[src/shared/awc_pkg.sv]
// Constants, types and code tables for the alarm and warning code outputs
`default_nettype none
package awc_pkg;
    // Clock and time base
    localparam int CLK_PERIOD_NS = 25;
    localparam int TICK_NS = 1_000_000;
    localparam int TICK_CYC = TICK_NS / CLK_PERIOD_NS;
    // Power-on alarm pulse, in milliseconds and in divider ticks
    localparam int PWRON_MS = 2000;
    localparam int PWRON_TICKS = PWRON_MS * (1_000_000 / TICK_NS);
    localparam int SYNC_STAGES = 3;
    localparam int N_ALARM = 7;

    // Alarm sources, lower index wins when several are latched
    typedef enum logic [2:0] {
        AL_REGEN = 3'h0,
        AL_OVVOLT = 3'h1,
        AL_UNDVOLT = 3'h2,
        AL_OVL_HI = 3'h3,
        AL_OVL_LO = 3'h4,
        AL_ENC_BKUP = 3'h5,
        AL_SYSTEM = 3'h6
    } awc_alarm_t;

    // Alarms that only a power cycle clears
    localparam logic [N_ALARM-1:0] STICKY_MASK = 7'h60;
    localparam logic [N_ALARM-1:0] ARM_RST = 7'h00;

    // Code output patterns, bit k set means output k conducts
    localparam logic [2:0] CODE_NONE = 3'h0;
    localparam logic [2:0] CODE_WARN_OVL = 3'h1;
    localparam logic [2:0] CODE_WARN_REGEN = 3'h2;
    localparam logic [2:0] CODE_REGEN = 3'h1;
    localparam logic [2:0] CODE_VOLT = 3'h4;
    localparam logic [2:0] CODE_OVL = 3'h7;
    localparam logic [2:0] CODE_ENC = 3'h0;

    // Display numbers shown beside the codes
    localparam logic [7:0] DISP_NONE = 8'h00;
    localparam logic [7:0] DISP_REGEN = 8'h32;
    localparam logic [7:0] DISP_OVVOLT = 8'h40;
    localparam logic [7:0] DISP_UNDVOLT = 8'h41;
    localparam logic [7:0] DISP_OVL_HI = 8'h71;
    localparam logic [7:0] DISP_OVL_LO = 8'h72;
    localparam logic [7:0] DISP_ENC_BKUP = 8'h81;
    localparam logic [7:0] DISP_SYSTEM = 8'hBF;
    localparam logic [7:0] DISP_WARN_OVL = 8'h91;
    localparam logic [7:0] DISP_WARN_REGEN = 8'h92;

    // Code pattern of an alarm source
    function automatic logic [2:0] alarm_code(input awc_alarm_t a);
        unique case (a)
            AL_REGEN: alarm_code = CODE_REGEN;
            AL_OVVOLT, AL_UNDVOLT: alarm_code = CODE_VOLT;
            AL_OVL_HI, AL_OVL_LO: alarm_code = CODE_OVL;
            AL_ENC_BKUP, AL_SYSTEM: alarm_code = CODE_ENC;
            default: alarm_code = CODE_NONE;
        endcase
    endfunction

    // Display number; large units fold undervoltage into the voltage alarm
    function automatic logic [7:0] alarm_disp(input awc_alarm_t a, input logic high_cap);
        unique case (a)
            AL_REGEN: alarm_disp = DISP_REGEN;
            AL_OVVOLT: alarm_disp = DISP_OVVOLT;
            AL_UNDVOLT: alarm_disp = high_cap ? DISP_OVVOLT : DISP_UNDVOLT; // [RULE9]
            AL_OVL_HI: alarm_disp = DISP_OVL_HI;
            AL_OVL_LO: alarm_disp = DISP_OVL_LO;
            AL_ENC_BKUP: alarm_disp = DISP_ENC_BKUP;
            AL_SYSTEM: alarm_disp = DISP_SYSTEM;
            default: alarm_disp = DISP_NONE;
        endcase
    endfunction
endpackage
`default_nettype wire

[src/shared/awc_if.sv]
// Link between the code-output control and the alarm latch bank
`default_nettype none
interface awc_if;
    import awc_pkg::*;
    logic [N_ALARM-1:0] det;
    logic [N_ALARM-1:0] arm;
    logic clr;
    logic [N_ALARM-1:0] latched;
    modport ctrl (output det, output arm, output clr, input latched);
    modport bank (input det, input arm, input clr, output latched);
endinterface
`default_nettype wire

[src/hdl/awc_latch.sv]
// Alarm latch bank with power-cycle-only alarms
`default_nettype none
module awc_latch (
    input wire logic clk_i,
    input wire logic rst_i,
    awc_if.bank lk
);
    import awc_pkg::*;

    typedef struct packed {
        logic [N_ALARM-1:0] lat;
    } awc_latch_st_t;

    awc_latch_st_t q;
    awc_latch_st_t d;

    ////////////////////////////////////////////////////////////////////////
    // Next state: a detection in the clear cycle still latches
    always_comb begin
        d = q;
        if (lk.clr) begin
            d.lat = q.lat & STICKY_MASK; // [RULE5]
        end
        d.lat = d.lat | (lk.det & lk.arm);
    end

    always_ff @(posedge clk_i) begin
        if (rst_i) begin
            q <= '0;
        end else begin
            q <= d;
        end
    end

    assign lk.latched = q.lat;

    ////////////////////////////////////////////////////////////////////////
    // Checks
    a_sticky_hold: assert property (@(posedge clk_i) disable iff (rst_i) // [RULE5]
        (lk.clr && (q.lat[AL_ENC_BKUP])) |=> q.lat[AL_ENC_BKUP])
        else $error("sticky alarm cleared by alarm reset");
    a_set_wins: assert property (@(posedge clk_i) disable iff (rst_i)
        (lk.clr && lk.det[AL_OVVOLT] && lk.arm[AL_OVVOLT]) |=> q.lat[AL_OVVOLT])
        else $error("alarm lost in clear cycle");
    a_clear_works: assert property (@(posedge clk_i) disable iff (rst_i) // [RULE5]
        (lk.clr && !lk.det[AL_OVVOLT]) |=> !q.lat[AL_OVVOLT])
        else $error("resettable alarm not cleared");
endmodule
`default_nettype wire

[src/hdl/awc_top.sv]
// Alarm and warning code outputs of the amplifier fault logic
// Function
// [RULE1] Overload warning on bit0, regenerative on bit1
// [RULE2] Active code output pulls its line low
// [RULE3] Overload warning precedes overload alarms
// [RULE4] Regenerative warning precedes regenerative alarm
// [RULE5] Some alarms clear only by power cycle
// [RULE6] Fault output asserted two seconds at power-on
// [RULE7] Host tolerates the start-up fault pulse
// [RULE8] Host drives fault relay from fault output
// [RULE9] Large units report undervoltage as voltage alarm
// [RULE10] Warning code held while condition persists
`default_nettype none
module awc_top #(
    parameter int TICK_CYC_P = awc_pkg::TICK_CYC,
    parameter int PWRON_TICKS_P = awc_pkg::PWRON_TICKS,
    parameter bit HIGH_CAP = 1'b0
) (
    input wire logic clk_i,
    input wire logic rst_i,
    input wire logic [awc_pkg::N_ALARM-1:0] alarm_det_i,
    input wire logic warn_ovl_i,
    input wire logic warn_regen_i,
    input wire logic fault_clear_n_i,
    output logic code_out_bit0_o,
    output logic code_out_bit0_oe_o,
    output logic code_out_bit1_o,
    output logic code_out_bit1_oe_o,
    output logic code_out_bit2_o,
    output logic code_out_bit2_oe_o,
    output logic fault_out_o,
    output logic fault_out_oe_o,
    output logic [7:0] alarm_disp_o
);
    import awc_pkg::*;

    localparam int TW = $clog2(TICK_CYC_P + 1);
    localparam int PW = $clog2(PWRON_TICKS_P + 1);

    // Counters are sized from these, so zero would never end
    if (TICK_CYC_P < 1 || PWRON_TICKS_P < 1) begin : g_bad_param
        $error("awc_top: counts must be at least one");
    end

    typedef enum logic [0:0] {
        ST_POWERON = 1'b0,
        ST_RUN = 1'b1
    } awc_state_t;

    typedef struct packed {
        awc_state_t st;
        logic [TW-1:0] div;
        logic tick;
        logic [PW-1:0] pw;
        logic [SYNC_STAGES-1:0] sync;
        logic clr_lvl_n;
        logic clr;
        logic ovl_seen;
        logic regen_seen;
        logic [2:0] code;
        logic fault;
        logic [7:0] disp;
    } awc_top_st_t;

    awc_top_st_t q;
    awc_top_st_t d;
    awc_if lk ();

    ////////////////////////////////////////////////////////////////////////
    // Alarm latch bank
    awc_latch u_latch (
        .clk_i (clk_i),
        .rst_i (rst_i),
        .lk (lk.bank)
    );

    // Overload and regenerative alarms may latch only once the matching warning has shown
    always_comb begin
        lk.det = alarm_det_i;
        lk.clr = q.clr;
        lk.arm = '1;
        lk.arm[AL_OVL_HI] = q.ovl_seen; // [RULE3]
        lk.arm[AL_OVL_LO] = q.ovl_seen; // [RULE3]
        lk.arm[AL_REGEN] = q.regen_seen; // [RULE4]
    end

    ////////////////////////////////////////////////////////////////////////
    // Next-state logic
    always_comb begin
        d = q;
        d.clr = 1'b0;

        // Millisecond enable from the clock divider
        d.tick = 1'b0;
        if (q.div == TW'(TICK_CYC_P - 1)) begin
            d.div = '0;
            d.tick = 1'b1;
        end else begin
            d.div = q.div + TW'(1);
        end

        // Pin synchroniser; a change counts once the last two stages agree
        d.sync = {q.sync[SYNC_STAGES-2:0], fault_clear_n_i};
        if (q.sync[1] == q.sync[2]) begin
            d.clr_lvl_n = q.sync[2];
            // Clear fires once, on the falling edge of the filtered level
            d.clr = q.clr_lvl_n & ~q.sync[2];
        end

        // Warning history; dropped on clear once the warning has gone
        if (warn_ovl_i) begin
            d.ovl_seen = 1'b1;
        end else if (q.clr) begin
            d.ovl_seen = 1'b0;
        end
        if (warn_regen_i) begin
            d.regen_seen = 1'b1;
        end else if (q.clr) begin
            d.regen_seen = 1'b0;
        end

        unique case (q.st)
            // Fault held asserted while the start-up pulse runs
            ST_POWERON: begin
                d.fault = 1'b1; // [RULE6]
                d.code = CODE_NONE;
                d.disp = DISP_NONE;
                if (q.tick) begin
                    d.pw = q.pw + PW'(1);
                    if (q.pw == PW'(PWRON_TICKS_P - 1)) begin
                        d.st = ST_RUN;
                    end
                end
            end
            // Alarms beat warnings; warnings show only while present
            ST_RUN: begin
                d.fault = 1'b0;
                d.code = CODE_NONE; // [RULE10]
                d.disp = DISP_NONE;
                if (warn_ovl_i) begin
                    d.code = CODE_WARN_OVL; // [RULE1]
                    d.disp = DISP_WARN_OVL;
                end else if (warn_regen_i) begin
                    d.code = CODE_WARN_REGEN; // [RULE1]
                    d.disp = DISP_WARN_REGEN;
                end
                for (int i = N_ALARM - 1; i >= 0; i--) begin
                    if (lk.latched[i]) begin
                        d.fault = 1'b1;
                        d.code = alarm_code(awc_alarm_t'(i[2:0]));
                        d.disp = alarm_disp(awc_alarm_t'(i[2:0]), HIGH_CAP); // [RULE9]
                    end
                end
            end
        endcase
    end

    always_ff @(posedge clk_i) begin
        if (rst_i) begin
            q <= '{st: ST_POWERON, div: '0, tick: 1'b0, pw: '0, sync: '1,
                   clr_lvl_n: 1'b1, clr: 1'b0, ovl_seen: 1'b0, regen_seen: 1'b0,
                   code: CODE_NONE, fault: 1'b1, disp: DISP_NONE};
        end else begin
            q <= d;
        end
    end

    ////////////////////////////////////////////////////////////////////////
    // Open-collector pins: value is always low, enable conducts
    assign code_out_bit0_o = 1'b0; // [RULE2]
    assign code_out_bit1_o = 1'b0; // [RULE2]
    assign code_out_bit2_o = 1'b0; // [RULE2]
    assign fault_out_o = 1'b0;
    assign code_out_bit0_oe_o = q.code[0]; // [RULE2]
    assign code_out_bit1_oe_o = q.code[1]; // [RULE2]
    assign code_out_bit2_oe_o = q.code[2]; // [RULE2]
    // Transistor off when a fault is up, so a broken wire also reads as fault
    assign fault_out_oe_o = ~q.fault; // [RULE8]
    assign alarm_disp_o = q.disp;

    ////////////////////////////////////////////////////////////////////////
    // Checks
    logic [PW:0] chk_pw_q;
    always_ff @(posedge clk_i) begin
        if (rst_i) begin
            chk_pw_q <= '0;
        end else if (q.st == ST_POWERON && q.tick) begin
            chk_pw_q <= chk_pw_q + (PW+1)'(1);
        end
    end

    a_poweron_fault: assert property (@(posedge clk_i) disable iff (rst_i) // [RULE6]
        (q.st == ST_POWERON) |-> !fault_out_oe_o)
        else $error("fault output not asserted during power-on");
    a_poweron_len: assert property (@(posedge clk_i) disable iff (rst_i) // [RULE6]
        (q.st == ST_RUN) |-> (chk_pw_q == (PW+1)'(PWRON_TICKS_P)))
        else $error("power-on pulse length wrong");
    a_warn_ovl_code: assert property (@(posedge clk_i) disable iff (rst_i) // [RULE1]
        (q.st == ST_RUN && lk.latched == '0 && warn_ovl_i)
        |=> ({code_out_bit2_oe_o, code_out_bit1_oe_o, code_out_bit0_oe_o} == 3'h1)
            && fault_out_oe_o)
        else $error("overload warning code wrong");
    a_warn_regen_code: assert property (@(posedge clk_i) disable iff (rst_i) // [RULE1]
        (q.st == ST_RUN && lk.latched == '0 && !warn_ovl_i && warn_regen_i)
        |=> {code_out_bit2_oe_o, code_out_bit1_oe_o, code_out_bit0_oe_o} == 3'h2)
        else $error("regenerative warning code wrong");
    a_warn_release: assert property (@(posedge clk_i) disable iff (rst_i) // [RULE10]
        (q.st == ST_RUN && lk.latched == '0 && !warn_ovl_i && !warn_regen_i)
        |=> !code_out_bit0_oe_o && !code_out_bit1_oe_o && !code_out_bit2_oe_o)
        else $error("code outputs not released");
    a_lines_low: assert property (@(posedge clk_i) disable iff (rst_i) // [RULE2]
        !code_out_bit0_o && !code_out_bit1_o && !code_out_bit2_o)
        else $error("code output driven high");
    a_ovl_after_warn: assert property (@(posedge clk_i) disable iff (rst_i) // [RULE3]
        $rose(lk.latched[AL_OVL_HI]) |-> $past(q.ovl_seen))
        else $error("overload alarm without prior warning");
    a_regen_after_warn: assert property (@(posedge clk_i) disable iff (rst_i) // [RULE4]
        $rose(lk.latched[AL_REGEN]) |-> $past(q.regen_seen))
        else $error("regenerative alarm without prior warning");
    a_undervolt_code: assert property (@(posedge clk_i) disable iff (rst_i) // [RULE9]
        HIGH_CAP |-> (alarm_disp_o != DISP_UNDVOLT))
        else $error("undervoltage number used on a large unit");
endmodule
`default_nettype wire

[config.mk]
export PLATFORM = sky130hd
export DESIGN_NAME = awc_top
export DESIGN_NICKNAME = d
export VERILOG_FILES = /design/src/shared/awc_pkg.sv /design/src/shared/awc_if.sv /design/src/hdl/awc_latch.sv /design/src/hdl/awc_top.sv
export SDC_FILE = /design/constraint.sdc
export NUM_CORES = 1
export LEC_CHECK = 0
export ABC_AREA = 1
export BUFFER_PORTS_ARGS = -buffer_cell sky130_fd_sc_hd__buf_4
export CORE_ASPECT_RATIO = 0.7
export CORE_MARGIN = 1
export CORE_UTILIZATION = 51
export CTS_CLUSTER_DIAMETER = 60
export DETAILED_ROUTE_END_ITERATION = 10
export PLACE_DENSITY_LB_ADDON = 0.25
export SETUP_SLACK_MARGIN = 0.3
export SYNTH_ARGS = -nofsm -noshare
export SYNTH_HDL_FRONTEND = slang
export SYNTH_SLANG_ARGS = --single-unit
[constraint.sdc]
create_clock -name clk_i -period 1.3 [get_ports clk_i]
set_clock_uncertainty 0.1 [all_clocks]
set_input_delay 0.13 -clock clk_i [delete_from_list [all_inputs] [get_ports clk_i]]
set_output_delay 0.13 -clock clk_i [all_outputs]
set_load 0.01 [all_outputs]
Word level (Yosys, flattened, before mapping)
Index checks and enable logic that the tools add are counted.

Register bits after elaboration: 55. Input bits: 12. Word-level logic and storage cells: 50.

Add/subtract/negate cells: 2. Eq/ne operators: 3. Multiplexer cells: 20. Bitwise logic cells: 7. Reductions and logical operators: 5.

Operators by type and width (number): $mux W12 (6); $pmux W12 S2 (1); $add A16 B1 Y16 const B (1); $eq A16 B16 Y1 const B (1); $mux W8 (2); $add A11 B1 Y11 const B (1); $eq A11 B11 Y1 const B (1); $mux W11 (1); $and A7 B7 Y7 (1); $mux W1 (7); $or A7 B7 Y7 (1); $mux W5 (1); $mux W2 (2); $not A1 Y1 (4); $reduce_bool A2 Y1 (2); $reduce_or A2 Y1 (2); $reduce_and A2 Y1 (1); $and A1 B1 Y1 (1); $eq A1 B1 Y1 (1).

Logic depth before layout (Yosys ltp)
Depth in word-level cells: 10. Depth in mapped cells: 9.

By module
From an unflattened synthesis, not the netlist that was laid out.

Cells, all modules: 336. Area, all modules: 2364.8 sq um.

By module, submodules not included: awc_top (instances 1, cells each 309, area an instance 2140.8 sq um, seq. area each 920.9 sq um); awc_latch (instances 1, cells each 27, area an instance 224.0 sq um, seq. area each 140.1 sq um).

Worst setup path before layout
Ideal clock, no wire load.

Path type: register to register. Start point: reg q[31] (netlist name). End point: reg q[38] (netlist name). Setup time: 0.115 ns. Arrival time: 1.170 ns. Required time: 1.085 ns. Slack: -0.084 ns. Stages on the path, launching flop included: 8. Buffers on the path: 1. Cell sequence: dfxtp_1 ha_1 nand3_4 nor2_2 nand2_1 nand2_2 buf_6 nor2_1.

Word-level cells in the longest chain between the ends: 2. Elaborated cells between the ends (all ways): 3. Those cells by class: 1 x add/sub; 1 x eq/ne; 1 x reduce/logical.

Ends and longest elaborated chain: start: declaration (line awc_top.sv:65) `awc_top_st_t q;`; start signal: assignment (line awc_top.sv:160) `q <= '{st: ST_POWERON, div: '0, tick: 1'b0, pw: '0, sync: '1,`; branches (longest 2 deep; another with $add A16 B1 Y16).

Several ways; the timed one is not identified. A chain may end at the register's enable or synchronous reset.

Worst setup path in the final report
Start point: reg q[31] (netlist name). End point: reg q[43] (netlist name).

Same word-level chain as after synthesis.

==> run summary <==
The run finished, with violations left. The final reports fail on hold timing, setup timing. Counting flops with an async set or reset pin after synthesis yields a share of 0%. The die width is 83.58 um. The number of clock buffers inserted by TritonCTS is 5. The CTS sink count is 53. The final hold violation count is 2. Of the total power, registers draw 57.4%.

The post-layout instance count excluding filler cells is roughly 440. STA classifies the critical path startpoint as a register. After detailed routing, the total wire length is 6.614 mm. The number of flops mapped to enable cells by yosys is 0. The number of H-tree levels is 2. The net count of the finished layout is 397. The cell-internal power came out at 2.205 mW. The final antenna diode count came out at 0. The pin count of the biggest net entering global routing came out at 16. IR analysis of the VDD net gives a maximum drop of between 0.0005 and 0.0006 V.

28 I/O pins were placed. The number of detailed-route iterations in the first pass came out at 5. In this run switching power makes up 25.22% of total power. Max-cap violations in this run came to 0. The flop and latch count out of synthesis came out at 53. The count of vias placed by the detailed router is 2359.

The clock latency on the worst-skew pair came out at 0.31 ns. The maximum achievable frequency came out at 739.7 MHz. The clock tree from TritonCTS is built.

The CTS root buffer is sky130_fd_sc_hd__clkbuf_8. The biggest fanout along the worst timing path is 5. The cell count after synthesis came out at 324. The core region area came out at 4404 um2. The placed wire-length estimate after detailed placement came out at 3.467 mm.

The endpoint class of the critical path is a register. The number of warning messages in the yosys log came out at 0. Buffers placed on the I/O ports in this run total 23. The layout overhead on the synthesized area came out at 43.87%. After layout, the worst setup slack is -0.05182 ns. The number of placed cells counting well taps is 404.

The placer congestion estimate is 0.8530. The worst endpoint data arrival time is 1.46 ns. The global route total overflow is 0. The clock-pin slew reported for the worst setup and hold paths after clock tree synthesis came out at around 0.090 ns. The count of filler cells inserted in the layout is 260. The count of distinct cell types in the synthesized netlist is 32.

For this run, the share of the core covered by cells in the final layout is 77.61%. The share of cells above drive strength 1 is 46.48%. The area enclosed by the die boundary came out at 4940 um2. The fraction of power consumed by the clock network came out at around 33%. The remaining number of nets flagged by the antenna check after routing is 0. The critical path in this run is classified as reg2reg. Setup violations remaining at the end of the flow were counted as 8. The via count of the first global-routing pass came out at 2007. The number of design rule violations left after detail routing is 0.

For the finished layout, the period the worst path requires is 1.352 ns. The first-pass GRT wire length is 8.983 mm. The worst hold-check path type is in2reg. The static leakage power came out at between 1 and 1.5 nW. The initial antenna violation count is 0. The data required time of the critical path is 1.41 ns. The fraction of the cycle the final worst path needs came out at 104.0%. The share of total power in combinational logic came out at about a tenth. Counting along the longest clock path gives a buffer depth of 2.

The power per cell area came out at between 800 and 900 nW/um2. The count of standard-cell rows came out at 20. The final-report max-slew violation count is 0.

Summing every instance area after synthesis gives approximately 2400 um2. The switching component of the power is 0.7436 mW. A synthesized cell averages 7.333 um2. The worst-case hold slack is -0.03750 ns. Setup repair after global routing could not meet its margin everywhere.

The routed wirelength normalized by instance count is ~15 um. The detailed router finished its first iteration with 214 violations. The effective utilization at floorplan is between 50% and 60%. The post-synthesis sequential area ratio is 44.66%. The ratio of routed vias to standard cells came out at ~5.4. The predominant post-synthesis flop cell is sky130_fd_sc_hd__dfxtp_1. The overall die height came out at 59.11 um.

Across every metal layer, demand over resource in global routing totals 23.10%.
-- power groups by stage --
stage | Combinational (mW) | Sequential, mW | Clock, mW
6_report | 0.292 | 1.69 | 0.964
5_1_grt | 0.314 | 1.70 | 1.03
4_1_cts | 0.218 | 1.69 | 0.981
3_5_place_dp | 0.157 | 1.73 | 0
3_3_place_gp | 0.157 | 1.73 | 0
2_1_floorplan | 0.118 | 1.72 | 0
-- critical path: stages, from the launching register on --
cell                      delay [ns]
sky130_fd_sc_hd__dfxtp_4        0.39
sky130_fd_sc_hd__ha_4           0.16
sky130_fd_sc_hd__nand3_4        0.12
sky130_fd_sc_hd__inv_2          0.12
sky130_fd_sc_hd__nand3_2        0.07
sky130_fd_sc_hd__nand2_1        0.07
sky130_fd_sc_hd__nand2_1        0.07
sky130_fd_sc_hd__nand2_1        0.10
sky130_fd_sc_hd__inv_1          0.06
-- cell families after synthesis --
family	count (synthesis)	synth area share (%)
xor+xnor	7	2.580
flops	53	44.66
simple gates	178	34.39
compound gates	29	6.319
other cells	1	0.1578
buf+inv	54	10.85
fa+ha+maj	2	1.053
-- layer usage --
| layer | vias up | share of wire (%) | GRT usage (%) |
|---|---|---|---|
| met5 | - | 0 | 0 |
| met1 | 1072 | 43 | 30.06 |
| met3 | 41 | 6.2 | 5.153 |
| met2 | 121 | 47 | 38.21 |
| li1 | 1125 | - | - |
| met4 | 0 | 3.7 | 8.959 |
-- path summary, 6_finish.rpt --
| kind | cells after the start | to | start | slack [ns] |
|---|---|---|---|---|
| worst max register to register | 8 | q[43] | q[31] | -0.05 |
| worst max-delay path | 8 | q[43] | q[31] | -0.05 |
| worst min register to register | 1 | d[18] | d[17] | 0.32 |
| worst min-delay path | 2 | q[23] | rst_i | -0.04 |
-- repair_timing --
item	4_1_cts	5_1_grt
resized for setup	45	78
endpoints found under the setup margin	37	50
endpoints found under the hold margin	10	2
buffers inserted	14	3
hold buffers	8	1
cloned	1	0
pin swaps	27	22
-- synth_stat cells (4+ instances only) --
cell	number	area share, %
sky130_fd_sc_hd__nand3_1	17	3.6
sky130_fd_sc_hd__a21oi_1	21	4.4
sky130_fd_sc_hd__buf_4	12	3.8
sky130_fd_sc_hd__o21ai_0	4	0.84
sky130_fd_sc_hd__nor2_2	7	1.8
sky130_fd_sc_hd__inv_2	4	0.63
sky130_fd_sc_hd__xnor2_1	4	1.5
sky130_fd_sc_hd__nand2_1	74	12
sky130_fd_sc_hd__dfxtp_1	53	45
sky130_fd_sc_hd__nor3_1	4	0.84
sky130_fd_sc_hd__nand4_1	10	2.6
sky130_fd_sc_hd__nor2_1	48	7.6
sky130_fd_sc_hd__inv_1	34	5.4
-- registers in the layout (all words and copies together), names as in the netlist --
name / count
lk.clr: 1
code_out_bit1_oe_o: 1
code_out_bit0_oe_o: 1
d: 2
u_latch.lk.latched: 7
q: 32
lk.arm: 2
alarm_disp_o: 7
-- metrics by stage --
step	cell area, um2	total power, mW	worst slack [ns]	TNS [ns]
CTS	3141	2.886	0.04836	0
global route	3418	3.041	-0.1270	-0.9911
floorplan	2470	1.838	0.07770	0
global placement	2709	1.882	-0.01145	-0.06343
detailed placement	2709	1.884	-0.05806	-0.5608
finish	3418	2.949	-0.05182	-0.1373
-- cells in the final DEF (no fill, tap or decap), types with 4 or more instances in the layout --
cell	Yosys	routed
sky130_fd_sc_hd__a21oi_1	21	10
sky130_fd_sc_hd__a21oi_2	0	11
sky130_fd_sc_hd__buf_4	12	38
sky130_fd_sc_hd__buf_6	1	17
sky130_fd_sc_hd__clkbuf_8	0	6
sky130_fd_sc_hd__conb_1	1	4
sky130_fd_sc_hd__dfxtp_1	53	24
sky130_fd_sc_hd__dfxtp_2	0	20
sky130_fd_sc_hd__dfxtp_4	0	9
sky130_fd_sc_hd__dlygate4sd3_1	0	9
sky130_fd_sc_hd__inv_1	34	31
sky130_fd_sc_hd__inv_2	4	5
sky130_fd_sc_hd__nand2_1	74	60
sky130_fd_sc_hd__nand2_2	3	13
sky130_fd_sc_hd__nand3_1	17	8
sky130_fd_sc_hd__nand3_2	1	8
sky130_fd_sc_hd__nand4_1	10	10
sky130_fd_sc_hd__nor2_1	48	31
sky130_fd_sc_hd__nor2_2	7	10
sky130_fd_sc_hd__nor2_4	3	17
sky130_fd_sc_hd__xnor2_1	4	4
-- layout make-up --
class	count	area, um2	share of cell area (%)
clock buffers	6	82.58	2.416
clock inverters	1	6.256	0.1830
inverters	38	147.6	4.319
multi-input cells	221	1426	41.73
flip-flops and latches	53	1120	32.76
well taps	55	68.82	2.013
repair buffers	64	566.8	16.58
Power figures use the tool's default switching activity.
